--- config.mk ---
export PLATFORM = sky130hd
export DESIGN_NAME = rirl_top
export DESIGN_NICKNAME = d
export VERILOG_FILES = /design/src/design/rirl_pkg.sv /design/src/design/rirl_prio_enc.sv /design/src/design/rirl_reset_ctl.sv /design/src/design/rirl_top.sv
export SDC_FILE = /design/constraint.sdc
export NUM_CORES = 1
export LEC_CHECK = 0
export BUFFER_PORTS_ARGS = -buffer_cell sky130_fd_sc_hd__buf_2
export CAP_MARGIN = 0
export CORE_MARGIN = 3
export CORE_UTILIZATION = 30
export DETAILED_ROUTE_END_ITERATION = 6
export MAX_ROUTING_LAYER = met4
export PLACE_DENSITY = 0.48
export SLEW_MARGIN = 5
export SYNTH_ARGS = -nofsm -noshare
export SYNTH_HDL_FRONTEND = slang
export SYNTH_SLANG_ARGS = --single-unit
--- constraint.sdc ---
create_clock -name clk -period 3.21 [get_ports clk]
set_input_delay 0.4815 -clock clk [delete_from_list [all_inputs] [get_ports clk]]
set_output_delay 0.4815 -clock clk [all_outputs]
set_load 0.005 [all_outputs]
--- src/design/rirl_pkg.sv ---
// Constants and types of the reset and interrupt request logic
// Behaviour
// - Reset overrides all arbitration, acts at once
// - Maskable interrupts stay off after reset
// - Pin reset or watchdog timeout: full reset
// - External pins gated by enable and core mask
// - Peripheral events gated by enable and core mask
// - Soft instruction branches to operand, sets mask
// - Nonmaskable instruction branches 24h, sets mask
// - Vector 22h instruction leaves mask untouched
// - Emulator trap reachable through software instructions
// - Hardware requests share the first two of six core lines
// - Each source has its own vector code
// - Reset vectors to 0000h, highest priority
// - Power protect a/b flags, codes, first line
// - Timer 1 compare at 0.13, 0028h, line two
package rirl_pkg;
	localparam int RIRL_NSRC = 23;
	localparam int RIRL_NLINE = 6;
	localparam int RIRL_RST_HOLD = 4;
	localparam logic [15:0] VEC_RESET = 16'h0000;
	localparam logic [15:0] VEC_EMU = 16'h0026;
	localparam logic [15:0] VEC_NMI = 16'h0024;
	localparam logic [15:0] VEC_TRAP = 16'h0022;
	// Lines three to six carry no source yet
	localparam logic [5:0][15:0] LINE_VEC = {16'h000c, 16'h000a, 16'h0008, 16'h0006, 16'h0004, 16'h0002};
	// Tables below run from source 22 down to source 0
	localparam logic [22:0][2:0] SRC_LINE = {{13{3'h1}}, {10{3'h0}}};
	localparam logic [22:0][15:0] SRC_PIV = {16'h0031, 16'h0030, 16'h002f, 16'h0026, 16'h0025, 16'h0024,
		16'h002a, 16'h0029, 16'h0028, 16'h0027, 16'h0023, 16'h0022, 16'h0021, 16'h0041, 16'h0040,
		16'h0007, 16'h0006, 16'h0005, 16'h0011, 16'h0001, 16'h0004, 16'h0019, 16'h0020};
	// Flag position: group in bit 5, bit number in bits 3..0
	localparam logic [22:0][7:0] SRC_FLAG = {8'h26, 8'h25, 8'h24, 8'h23, 8'h22, 8'h21, 8'h0f, 8'h0e,
		8'h0d, 8'h0c, 8'h0b, 8'h0a, 8'h09, 8'h08, 8'h07, 8'h06, 8'h05, 8'h04, 8'h03, 8'h02, 8'h01,
		8'h20, 8'h00};
	localparam logic [4:0] REG_CTRL = 5'h00;
	localparam logic [4:0] REG_CMASK = 5'h04;
	localparam logic [4:0] REG_SRCEN = 5'h08;
	localparam logic [4:0] REG_PEND = 5'h0c;
	localparam logic [4:0] REG_VEC = 5'h10;
	localparam logic [4:0] REG_ISTS = 5'h14;
	localparam logic [4:0] REG_IMASK = 5'h18;
	localparam int CTRL_GMF = 0;
	localparam int CTRL_SWRST = 1;
	localparam int IST_PIN = 0;
	localparam int IST_WDT = 1;
	localparam int IST_TAKE = 2;
	localparam int IST_W = 3;
	localparam logic GMF_RST = 1'b1;
	localparam logic [5:0] CMASK_RST = 6'h00;
	localparam logic [22:0] SRCEN_RST = 23'h000000;
	typedef enum logic {ST_RESET, ST_RUN} rirl_state_t;
	typedef enum logic [1:0] {RIRL_SW_SOFT_IRQ_INSTR, RIRL_SW_NMI, RIRL_SW_TRAP} rirl_sw_kind_t;
	typedef struct packed {
		logic valid;
		rirl_sw_kind_t kind;
		logic [15:0] operand;
	} rirl_sw_req_t;
	typedef struct packed {
		logic valid;
		logic [15:0] vector;
		logic mask_set;
	} rirl_branch_t;
endpackage

--- src/design/rirl_prio_enc.sv ---
// Lowest-index-first priority encoder
`timescale 1ns/10ps
`default_nettype none
module rirl_prio_enc #(
	parameter int W = 8,
	parameter int IW = 3
) (
	// Requests
	input wire logic [W-1:0] req,
	// Winner
	output logic found,
	output logic [IW-1:0] idx
);
	import rirl_pkg::*;

	always_comb begin
		found = |req;
		idx = '0;
		for (int i = W - 1; i >= 0; i--) begin
			if (req[i]) begin
				idx = IW'(i);
			end
		end
	end
endmodule
`default_nettype wire

--- src/design/rirl_reset_ctl.sv ---
// Reset cause combiner and hold stretcher
`timescale 1ns/10ps
`default_nettype none
module rirl_reset_ctl #(
	parameter int HOLD = rirl_pkg::RIRL_RST_HOLD
) (
	// Clock and reset
	input wire logic clk,
	input wire logic rst,
	// Causes
	input wire logic ext_reset_n,
	input wire logic wdt_timeout,
	input wire logic sw_reset,
	// Result
	output logic reset_active
);
	import rirl_pkg::*;

	typedef struct packed {
		logic [7:0] cnt;
	} rirl_rctl_state_t;

	rirl_rctl_state_t s_ff;
	rirl_rctl_state_t nxt_s;
	logic cause;

	always_comb begin
		nxt_s = s_ff;
		// any of the three causes (pin, watchdog, software) is a full reset
		cause = ~ext_reset_n | wdt_timeout | sw_reset;
		// cause acts in the same cycle
		reset_active = cause | (s_ff.cnt != 8'h00);
		if (cause) begin
			nxt_s.cnt = 8'(HOLD);
		end else if (s_ff.cnt != 8'h00) begin
			nxt_s.cnt = s_ff.cnt - 8'h01;
		end
	end

	always_ff @(posedge clk) begin
		if (rst) begin
			s_ff <= '0;
		end else begin
			s_ff <= nxt_s;
		end
	end
endmodule
`default_nettype wire

--- src/design/rirl_top.sv ---
// Reset and interrupt request logic with Avalon-MM register slave
`timescale 1ns/10ps
`default_nettype none
module rirl_top #(
	parameter int RST_HOLD = rirl_pkg::RIRL_RST_HOLD
) (
	// Clock and reset
	input wire logic clk,
	input wire logic rst,
	// Reset causes
	input wire logic ext_reset_n,
	input wire logic wdt_timeout,
	// Hardware requests
	input wire logic ext_irq_one,
	input wire logic ext_irq_two,
	input wire logic power_protect_irq_a,
	input wire logic power_protect_irq_b,
	input wire logic [rirl_pkg::RIRL_NSRC-5:0] periph_irq,
	// Core side
	input wire rirl_pkg::rirl_sw_req_t sw_req,
	output logic core_reset,
	output logic [rirl_pkg::RIRL_NLINE-1:0] core_irq_lines,
	output rirl_pkg::rirl_branch_t branch,
	output logic [15:0] periph_vector_code,
	// Avalon-MM slave
	input wire logic [4:0] avs_address,
	input wire logic avs_read,
	input wire logic avs_write,
	input wire logic [3:0] avs_byteenable,
	input wire logic [31:0] avs_writedata,
	output logic [31:0] avs_readdata,
	output logic avs_waitrequest,
	// Interrupt
	output logic irq
);
	import rirl_pkg::*;

	typedef struct packed {
		rirl_state_t st;
		logic gmf;
		logic [RIRL_NLINE-1:0] cmask;
		logic [RIRL_NSRC-1:0] srcen;
		logic [RIRL_NSRC-1:0] pend;
		logic [15:0] peripheral_vector_code;
		logic [IST_W-1:0] ists;
		logic [IST_W-1:0] imask;
		logic ack;
		logic [31:0] rdata;
		rirl_branch_t br;
	} rirl_top_state_t;

	rirl_top_state_t s_ff;
	rirl_top_state_t nxt_s;
	logic reset_active;
	logic sw_rst_req;
	logic bus_req;
	logic fire;
	logic wr_ctrl;
	logic [RIRL_NSRC-1:0] src;
	logic [RIRL_NSRC-1:0] clr;
	logic [31:0] pend_view;
	logic [31:0] rd_mux;
	logic [31:0] wmerge;
	logic [RIRL_NLINE-1:0] line_found;
	logic [RIRL_NLINE-1:0][4:0] line_idx;
	logic any_line;
	logic [2:0] sel_line;
	logic take;
	logic [4:0] take_idx;
	logic [15:0] take_piv;
	logic [IST_W-1:0] ev;

	function automatic rirl_top_state_t rst_state();
		rirl_top_state_t r;
		r = '0;
		r.st = ST_RESET;
		r.gmf = GMF_RST;
		r.cmask = CMASK_RST;
		r.srcen = SRCEN_RST;
		return r;
	endfunction

	function automatic logic [31:0] be_merge(input logic [31:0] old, input logic [31:0] wd,
		input logic [3:0] be);
		logic [31:0] m;
		m = old;
		for (int b = 0; b < 4; b++) begin
			if (be[b]) begin
				m[b*8 +: 8] = wd[b*8 +: 8];
			end
		end
		return m;
	endfunction

	function automatic logic [RIRL_NSRC-1:0] on_line(input int l);
		logic [RIRL_NSRC-1:0] m;
		m = '0;
		for (int i = 0; i < RIRL_NSRC; i++) begin
			m[i] = (SRC_LINE[i] == 3'(l));
		end
		return m;
	endfunction

	//****************************************
	// Reset causes
	//****************************************
	rirl_reset_ctl #(
		.HOLD(RST_HOLD)
	) u_reset (
		.clk(clk),
		.rst(rst),
		.ext_reset_n(ext_reset_n),
		.wdt_timeout(wdt_timeout),
		.sw_reset(sw_rst_req),
		.reset_active(reset_active)
	);

	assign core_reset = rst | reset_active;

	//****************************************
	// Request grouping onto core lines
	//****************************************
	// external pins join the shared source vector
	assign src = {periph_irq[RIRL_NSRC-5:1], ext_irq_two, ext_irq_one, periph_irq[0],
		power_protect_irq_b, power_protect_irq_a};

	// each line owns a priority slice of the sources
	for (genvar l = 0; l < RIRL_NLINE; l++) begin : g_line
		rirl_prio_enc #(
			.W(RIRL_NSRC),
			.IW(5)
		) u_enc (
			.req(s_ff.pend & s_ff.srcen & on_line(l)),
			.found(line_found[l]),
			.idx(line_idx[l])
		);
		// per-event enable and core mask both gate
		assign core_irq_lines[l] = line_found[l] & s_ff.cmask[l];
	end

	rirl_prio_enc #(
		.W(RIRL_NLINE),
		.IW(3)
	) u_line_enc (
		.req(core_irq_lines),
		.found(any_line),
		.idx(sel_line)
	);

	//****************************************
	// Register view
	//****************************************
	always_comb begin
		pend_view = '0;
		// flags sit at their group.bit positions
		for (int i = 0; i < RIRL_NSRC; i++) begin
			pend_view[{SRC_FLAG[i][5], SRC_FLAG[i][3:0]}] = s_ff.pend[i];
		end
	end

	always_comb begin
		case (avs_address)
			REG_CTRL: rd_mux = {31'h00000000, s_ff.gmf};
			REG_CMASK: rd_mux = {26'h0000000, s_ff.cmask};
			REG_SRCEN: rd_mux = {9'h000, s_ff.srcen};
			REG_PEND: rd_mux = pend_view;
			REG_VEC: rd_mux = {16'h0000, s_ff.peripheral_vector_code};
			REG_ISTS: rd_mux = {29'h00000000, s_ff.ists};
			REG_IMASK: rd_mux = {29'h00000000, s_ff.imask};
			default: rd_mux = 32'h00000000;
		endcase
	end

	assign bus_req = avs_read | avs_write;
	// One wait cycle: data are registered before the answer
	assign avs_waitrequest = bus_req & ~s_ff.ack;
	assign fire = bus_req & s_ff.ack;
	assign wr_ctrl = fire & avs_write & (avs_address == REG_CTRL);
	assign sw_rst_req = wr_ctrl & avs_byteenable[0] & avs_writedata[CTRL_SWRST];
	assign avs_readdata = s_ff.rdata;
	assign irq = |(s_ff.ists & s_ff.imask);
	assign branch = s_ff.br;
	assign periph_vector_code = s_ff.peripheral_vector_code;

	//****************************************
	// Acknowledge selection
	//****************************************
	assign take = ~s_ff.gmf & any_line & ~sw_req.valid & (s_ff.st == ST_RUN);
	assign take_idx = line_idx[sel_line];
	// vector code picked per source, not per line
	assign take_piv = SRC_PIV[take_idx];

	//****************************************
	// Next state
	//****************************************
	always_comb begin
		nxt_s = s_ff;
		nxt_s.br = '0;
		wmerge = be_merge(rd_mux, avs_writedata, avs_byteenable);
		nxt_s.ack = bus_req & ~s_ff.ack;
		if (bus_req & ~s_ff.ack) begin
			nxt_s.rdata = rd_mux;
		end
		if (fire & avs_write) begin
			case (avs_address)
				REG_CTRL: nxt_s.gmf = wmerge[CTRL_GMF];
				REG_CMASK: nxt_s.cmask = wmerge[RIRL_NLINE-1:0];
				REG_SRCEN: nxt_s.srcen = wmerge[RIRL_NSRC-1:0];
				REG_IMASK: nxt_s.imask = wmerge[IST_W-1:0];
				default: nxt_s.imask = s_ff.imask;
			endcase
		end
		// only the taken source loses its flag
		clr = '0;
		if (take) begin
			clr[take_idx] = 1'b1;
		end
		// New events win over the acknowledge clear
		nxt_s.pend = (s_ff.pend & ~clr) | src;
		ev = '0;
		ev[IST_TAKE] = take;
		// Only bits that were reported are cleared, late events survive
		if (fire & avs_read & (avs_address == REG_ISTS)) begin
			nxt_s.ists = (s_ff.ists & ~s_ff.rdata[IST_W-1:0]) | ev;
		end else begin
			nxt_s.ists = s_ff.ists | ev;
		end
		if (s_ff.st == ST_RESET) begin
			// first action after reset is vector 0000h
			nxt_s.br = '{valid: 1'b1, vector: VEC_RESET, mask_set: 1'b1};
			nxt_s.st = ST_RUN;
		end else if (sw_req.valid) begin
			case (sw_req.kind)
				RIRL_SW_SOFT_IRQ_INSTR: begin
					// branch to operand and set the mask
					// operand VEC_EMU raises the emulator trap
					nxt_s.br = '{valid: 1'b1, vector: sw_req.operand, mask_set: 1'b1};
					nxt_s.gmf = 1'b1;
				end
				RIRL_SW_NMI: begin
					nxt_s.br = '{valid: 1'b1, vector: VEC_NMI, mask_set: 1'b1};
					nxt_s.gmf = 1'b1;
				end
				RIRL_SW_TRAP: begin
					// mask left as it was so hardware can preempt
					nxt_s.br = '{valid: 1'b1, vector: VEC_TRAP, mask_set: 1'b0};
				end
				default: nxt_s.br = '0;
			endcase
		end else if (take) begin
			nxt_s.br = '{valid: 1'b1, vector: LINE_VEC[sel_line], mask_set: 1'b1};
			nxt_s.gmf = 1'b1;
			nxt_s.peripheral_vector_code = take_piv;
		end
		if (reset_active) begin
			// masks return to their disabled state
			nxt_s = rst_state();
			nxt_s.ists = s_ff.ists;
			nxt_s.ists[IST_PIN] = s_ff.ists[IST_PIN] | ~ext_reset_n;
			nxt_s.ists[IST_WDT] = s_ff.ists[IST_WDT] | wdt_timeout;
		end
	end

	always_ff @(posedge clk) begin
		if (rst) begin
			s_ff <= rst_state();
		end else begin
			s_ff <= nxt_s;
		end
	end
endmodule
`default_nettype wire

# ---- Word-level counts from Yosys, hierarchy flattened
# Memory sizes are Yosys's and may differ from the RTL's.
# Index checks and enable logic that the tools add are counted.
dict set report op_classes {
  addsub 1
  n_lt_le_gt_ge 3
  n_eq_ne 8
  muxes 58
  bitwise 34
  n_reduce_logical 17
}
# cell n
set ops {}
lappend ops {{one-hot mux 23 bit (7 select lines)} 1}
lappend ops {{two-way mux 127 bit} 1}
lappend ops {{two-way mux 16 bit} 5}
lappend ops {{two-way mux 5 bit} 14}
lappend ops {{two-way mux 18 bit} 3}
lappend ops {{one-hot mux 18 bit (3 select lines)} 1}
lappend ops {{bitwise AND 23 bit} 2}
lappend ops {{two-way mux 23 bit} 2}
lappend ops {{two-way mux 4 bit} 10}
lappend ops {{two-way mux 32 bit} 1}
lappend ops {{two-way mux 30 bit} 1}
lappend ops {{inverter 23 bit} 1}
lappend ops {{bitwise OR 23 bit} 1}
lappend ops {{two-way mux 8 bit} 2}
lappend ops {{binary-select mux 5 bit (select 3 bit)} 1}
lappend ops {{== test 5 bit (second input constant)} 3}
lappend ops {{two-way mux 3 bit} 5}
lappend ops {{bitwise AND 1 bit} 13}
lappend ops {{OR reduction 13 bit} 1}
lappend ops {{== test 5 x 4 -> 1 bit (second input constant)} 2}
lappend ops {{OR reduction 10 bit} 1}
lappend ops {{two-way mux 1 bit} 8}
lappend ops {{nonzero test 8 bit} 1}
lappend ops {{OR reduction 2 bit} 4}
lappend ops {{other kinds (22)} 37}
dict set report totals {
  ff_bits 135
  mem_bits_ro 640
  in_bits 89
  out_inout_bits 75
  elab_cells 139
  memories 2
}
# memory words width rd rd_ports_with_merged_regs write_ports line_no
set mem_list {}
lappend mem_list {{(no name shown)} 32 16 1 0 0 rirl_top.sv:191} ;# assign take_piv = SRC_PIV[take_idx];
lappend mem_list {{(no name shown)} 8 16 1 0 0 rirl_top.sv:251} ;# nxt_s.br = '{valid: 1'b1, vector: LINE_VEC[sel_line], mask_set: 1'b1};

# ---- Depth between registers and ports, before layout
dict set report logic_depth {
  depth_word 25
  ltp_mapped 14
  depth_no_buf 14
}

# ---- Modules after synthesis
# Synthesis repeated with hierarchy kept, for this count alone.
dict set report hier_totals {
  hier_cells 1037
  area_unflattened_um2 7905.1
}
# module instances cells_per_inst area_each_um2 seq_area_each_um2
set by_module_without_submodules {}
lappend by_module_without_submodules {rirl_top 1 710 5866.9 2182.1}
lappend by_module_without_submodules {{rirl_prio_enc at g_line[0].u_enc ...} 6 45 261.5 0.0}
lappend by_module_without_submodules {rirl_reset_ctl 1 47 416.6 160.2}
lappend by_module_without_submodules {{rirl_prio_enc at u_line_enc} 1 10 52.6 0.0}

# ---- Least setup slack after synthesis
# Ideal clock, no wire load.
dict set report synth_timing {
  path_kind {reg2reg}
  start {register s_ff (netlist bit pend_view[16])}
  end {register s_ff (netlist bit periph_vector_code[0])}
  setup_time_ns 0.061
  arrival_time_ns 2.611
  required_time_ns 3.149
  setup_slack_ns 0.538
  stages_incl_launch_ff 12
  path_buffers 0
  synth_period_minus_slack_ns 2.672
  cell_sequence {dfxtp_1 > a22oi_1 > nand3_1 > o21ai_4 > inv_2 > nor2_2 > nor2_1 > a21o_1 > ha_1 > or4_1 > a21boi_1 > a311o_1}
}
dict set report synth_between {
  elab_chain_cells 8
  word_cells_on_any_way 15
  cone_classes {6 x mux; 5 x bitwise; 3 x reduce/logical; 1 x memory}
}
# element line_no
set synth_rtl {}
lappend synth_rtl {{start: declaration} rirl_top.sv:52} ;# rirl_top_state_t s_ff;
lappend synth_rtl {{start signal: assignment} rirl_top.sv:266} ;# s_ff <= rst_state();
lappend synth_rtl {{start signal: assignment} rirl_top.sv:268} ;# s_ff <= nxt_s;
lappend synth_rtl {{bitwise AND 23 bit *} -}
lappend synth_rtl {{OR reduction 10 bit *} rirl_prio_enc.sv:17} ;# found = |req;
lappend synth_rtl {{bitwise AND 1 bit *} rirl_top.sv:138} ;# assign core_irq_lines[l] = line_found[l] & s_ff.cmask[l];
lappend synth_rtl {{named net core_irq_lines, one bit} rirl_top.sv:22} ;# output logic [rirl_pkg::RIRL_NLINE-1:0] core_irq_lines,
lappend synth_rtl {{two-way mux 1 bit / OR reduction 2 bit (equally long branches)} {rirl_prio_enc.sv:20, rirl_prio_enc.sv:17}}
lappend synth_rtl {{binary-select mux 5 bit (select 3 bit) / bitwise AND 1 bit (equally long branches)} {rirl_top.sv:189, rirl_top.sv:188}}
lappend synth_rtl {{two-way mux 5 bit (implied by the code) / bitwise AND 1 bit (equally long branches)} {rirl_top.sv:189, rirl_top.sv:188}}
lappend synth_rtl {{memory read (32 x 16 bit) / bitwise AND 1 bit (equally long branches)} -}
lappend synth_rtl {{two-way mux 16 bit (implied by the code) / AND reduction 3 bit (equally long branches)} -}
# The timed path passes the listed nets; every way through them passes the cells marked *. The select of a mux whose other input is x is not followed.
# A chain may end at the register's enable or synchronous reset.

# ---- Worst setup path in the final report
dict set report layout_timing {
  start {register s_ff (netlist bit pend_view[20])}
  end {register s_ff (netlist bit periph_vector_code[0])}
}
dict set report layout_between {
  elab_chain_cells 16
  word_cells_on_any_way 25
  cone_classes {16 x mux; 5 x bitwise; 3 x reduce/logical; 1 x memory}
}
# element line_no
set layout_rtl {}
lappend layout_rtl {{bitwise AND 23 bit *} -}
lappend layout_rtl {{two-way mux 5 bit (11 in a row)} rirl_prio_enc.sv:20} ;# if (req[i]) begin
lappend layout_rtl {{binary-select mux 5 bit (select 3 bit)} rirl_top.sv:189} ;# assign take_idx = line_idx[sel_line];
lappend layout_rtl {{two-way mux 5 bit (implied by the code)} rirl_top.sv:189}
lappend layout_rtl {{memory read (32 x 16 bit)} -}
lappend layout_rtl {{two-way mux 16 bit (implied by the code)} rirl_top.sv:191}
# Mark *: on every way between the ends. The rest lies on a longest branch, timed or not. The select of a mux whose other input is x is not followed.

==> PnR_summary.wiki <==
{| class="wikitable"
! Metric !! Value
|-
| Total clock buffers created by CTS || 17
|-
| Met2 layer wire length in the routed design || 7980 microns
|-
| Largest fanout on the critical path || 6
|-
| Residual DRC count || 0
|-
| Max-cap violation count || 0
|-
| Yosys warnings || 0
|-
| Reported net switching power || 874 uW
|-
| Number of antenna diodes || 0
|-
| Initial antenna violation count || 0
|-
| Routability congestion estimate || 0.902
|-
| Core Area || 19700 sq um
|-
| Synthesized area || 6090 sq um
|-
| Uppermost layer routed || met4
|-
| Count of hold-fix buffers inserted at cts || 0
|-
| Height of the chip || 148 microns
|-
| Cell Rows || 51
|-
| Setup slack of the most critical reg-to-reg path || 260 ps
|-
| Post-detailed-route wirelength per cell || 16.4 microns
|-
| Starting density of the core || 0.309
|-
| First-pass GRT wire length || 28200 microns
|-
| Post-Synthesis Mean Instance Area || 8.07 sq um
|-
| Setup crit start kind || flip-flop
|-
| Highest ir drop seen on vdd || 0.191 mV
|-
| Area growth, synth to finish || 18.3%
|-
| Total setup buffers inserted after CTS || 0
|-
| Number of flops mapped to enable cells by yosys || 0
|-
| PwrDens || 497 nW/um^2
|-
| Post-CTS resize count || 0
|-
| Sequential area share after synthesis || 0.385
|-
| Crit path required time || 3570 ps
|-
| Die ar. || 22000 sq um
|-
| Sum Neg Setup Slack || 0 ps
|-
| Number of levels in the clock H-tree || 4
|-
| Clk sinks || 117
|-
| IO Port Bufs || 131
|-
| Flop and latch count out of synthesis || 117
|-
| Layout cell share with drive strength beyond 1 || 0.254
|-
| Net Sw Frac || 0.244
|-
| Worst Setup Path Type || flip-flop to flip-flop
|-
| Hold crit path type || input pin to flip-flop
|-
| Total iterations of the first detailed-routing run || 4
|-
| Final Slew Violations || 0
|-
| Sequential group share of total power || 0.416
|-
| CTS tree || built
|-
| Remaining antenna violation count || 0
|-
| Post-synthesis async set-or-reset flop share || 0
|-
| Dpl cell area || 6620 sq um
|-
| Clock Pin Slew Worst Setup and Hold Paths || 60 ps
|-
| Highest Clock Rate || 339 MHz
|-
| Storage cell area || 2340 sq um
|-
| Most instantiated flip-flop cell in the synthesis netlist || sky130_fd_sc_hd__dfxtp_1
|-
| Worst rel slew slack || 0.497
|-
| Reported leakage power || 3.00 nW
|-
| Distinct cells, synth || 72
|-
| Worst hold slack across all endpoints || 249 ps
|-
| Insertion delay to the later sink of the worst-skew pair || 420 ps
|-
| Result of the run || completed
|-
| Iteration-0 DRC Markers || 297
|-
| Internal cell power || 2.70 mW
|-
| Final net count || 937
|-
| Pin count of the biggest net entering global routing || 33
|-
| # fillers || 2130
|-
| Root buf cell || sky130_fd_sc_hd__clkbuf_16
|-
| Share of the core filled with cells in the final layout || 0.365
|-
| Total wire length || 18300 microns
|-
| GR Util All Layers || 0.168
|-
| Slew of the pin with the lowest slew margin || 748 ps
|-
| Clock group share of total power || 0.522
|-
| Area of combinational cells with multiple inputs || 3030 sq um
|-
| Vias in the first global route || 5031
|-
| Number of top-level pins || 164
|-
| Post-synthesis instance total || 754
|-
| Total count of hold-check failures in the final report || 0
|-
| Final period utilization || 0.918
|-
| Combinational share of power || 0.062
|-
| Count of endpoints failing setup in the final report || 0
|-
| Sort of element at the end of the critical path || flip-flop
|-
| Total power consumption of the routed design || 3.58 mW
|-
| Overflow after GRT || 0
|-
| Via count of the routed design || 5380
|-
| Arrival time reported for the critical path endpoint || 3310 ps
|-
| Area of all placed cells without fillers || 7200 sq um
|-
| Largest buffer count on any clock path || 2
|-
| Routed metal-1 wirelength || 9270 microns
|-
| Clock Skew || 10.1 ps
|-
| Post-DR vias/cell || 4.81
|-
| RSZ-0062 raised after global routing || false
|-
| Hpwl dp || 14200 microns
|-
| Horizontal die dimension || 148 microns
|-
| Tmin final || 2950 ps
|-
| Met3 wire length || 869 microns
|}
[metrics by stage]
| stage | setup slack (ps) | std cells |
|---|---|---|
| 2_1_floorplan | 538 | 775 |
| 3_3_place_gp | 329 | 1086 |
| 3_5_place_dp | 304 | 1086 |
| 4_1_cts | 258 | 1118 |
| 5_1_grt | 112 | 1118 |
| 6_report | 263 | 1118 |
[power groups by stage]
stage               sequential, mW  combinational, mW  clock [mW]
global placement              1.52              0.224           0
global route                  1.49              0.254        1.97
detailed placement            1.52              0.225           0
finish                        1.49              0.223        1.87
floorplan                     1.51              0.156           0
CTS                           1.49              0.226        1.91
[worst paths after layout]
kind	from	cells after the start	end
worst max-delay path	pend_view[20]$_SDFF_PP0_	11	periph_vector_code[0]$_SDFFE_PP0P_
worst min-delay path	ext_reset_n	2	s_ff[54]$_SDFFE_PP0P_
worst max register to register	pend_view[20]$_SDFF_PP0_	11	periph_vector_code[0]$_SDFFE_PP0P_
worst min register to register	s_ff[100]$_SDFFE_PP0P_	2	s_ff[100]$_SDFFE_PP0P_
[cell usage after synthesis (8+ instances only)]
cell,n,area share
sky130_fd_sc_hd__buf_2,10,0.0082
sky130_fd_sc_hd__o21ai_0,42,0.035
sky130_fd_sc_hd__a21oi_1,69,0.057
sky130_fd_sc_hd__a211oi_1,18,0.022
sky130_fd_sc_hd__and2_1,15,0.015
sky130_fd_sc_hd__nor2_1,70,0.043
sky130_fd_sc_hd__inv_1,32,0.020
sky130_fd_sc_hd__nand3_1,12,0.0099
sky130_fd_sc_hd__a22oi_1,31,0.038
sky130_fd_sc_hd__mux2i_1,18,0.030
sky130_fd_sc_hd__nor3_1,12,0.0099
sky130_fd_sc_hd__buf_4,71,0.088
sky130_fd_sc_hd__dfxtp_1,117,0.38
sky130_fd_sc_hd__clkbuf_1,21,0.013
sky130_fd_sc_hd__ha_1,8,0.016
sky130_fd_sc_hd__nand2_1,106,0.065
[flip-flops by register name (all words and copies together), names as in the netlist]
name,flops
periph_vector_code,7
u_reset.s_ff,8
pend_view,23
branch,18
s_ff,38
avs_readdata,23
[metal layers]
layer  GRT usage  vias up
met3      0.0366       15
met5           -        -
li1            -     2721
met2       0.239      157
met1       0.241     2487
met4      0.0434        0
[layout by cell type, fill, tap and decap left out, drive strengths merged, types with 8 or more instances in the layout]
cell type  netlist  final
ha               8      8
dfxtp          117    117
nor2            72     72
a21oi           71     71
a211oi          18     18
o21ai           47     47
conb             1     22
nand2          109    109
clkbuf          21     17
mux2i           18     18
buf             82    149
nand3           13     13
a22oi           31     31
inv             34     36
and2            15     15
nor3            13     13
[cells by family after synthesis]
group                    Yosys count  synth area share
AO/OA/AOI/OAI                    212             0.232
flip-flops                       117             0.385
other                              1          0.000616
AND/OR/NAND/NOR                  252             0.190
adder cells (fa/ha/maj)            8            0.0164
buffers and inverters            137             0.132
multiplexers                      24            0.0407
XOR/XNOR                           3           0.00432
[cell type report]
cell class                      count  share of cell area
Timing Repair Buffer              149               0.110
Inverter                           34              0.0181
Clock buffer                       17              0.0591
Multi-Input combinational cell    521               0.420
Tap cell                          265              0.0460
Clock inverter                     15              0.0215
Sequential cell                   117               0.325
[worst max-delay path, cell delays in order (launching register included)]
cell and delay (ps):
sky130_fd_sc_hd__dfxtp_1 380, sky130_fd_sc_hd__nand2_1 90, sky130_fd_sc_hd__a32o_1 260, sky130_fd_sc_hd__a22o_1 200, sky130_fd_sc_hd__a22o_1 200, sky130_fd_sc_hd__a22o_1 190
sky130_fd_sc_hd__a21boi_0 250, sky130_fd_sc_hd__o22ai_1 170, sky130_fd_sc_hd__ha_1 300, sky130_fd_sc_hd__or4_1 560, sky130_fd_sc_hd__a21boi_1 170, sky130_fd_sc_hd__a311o_1 120
Power figures use the tool's default switching activity.
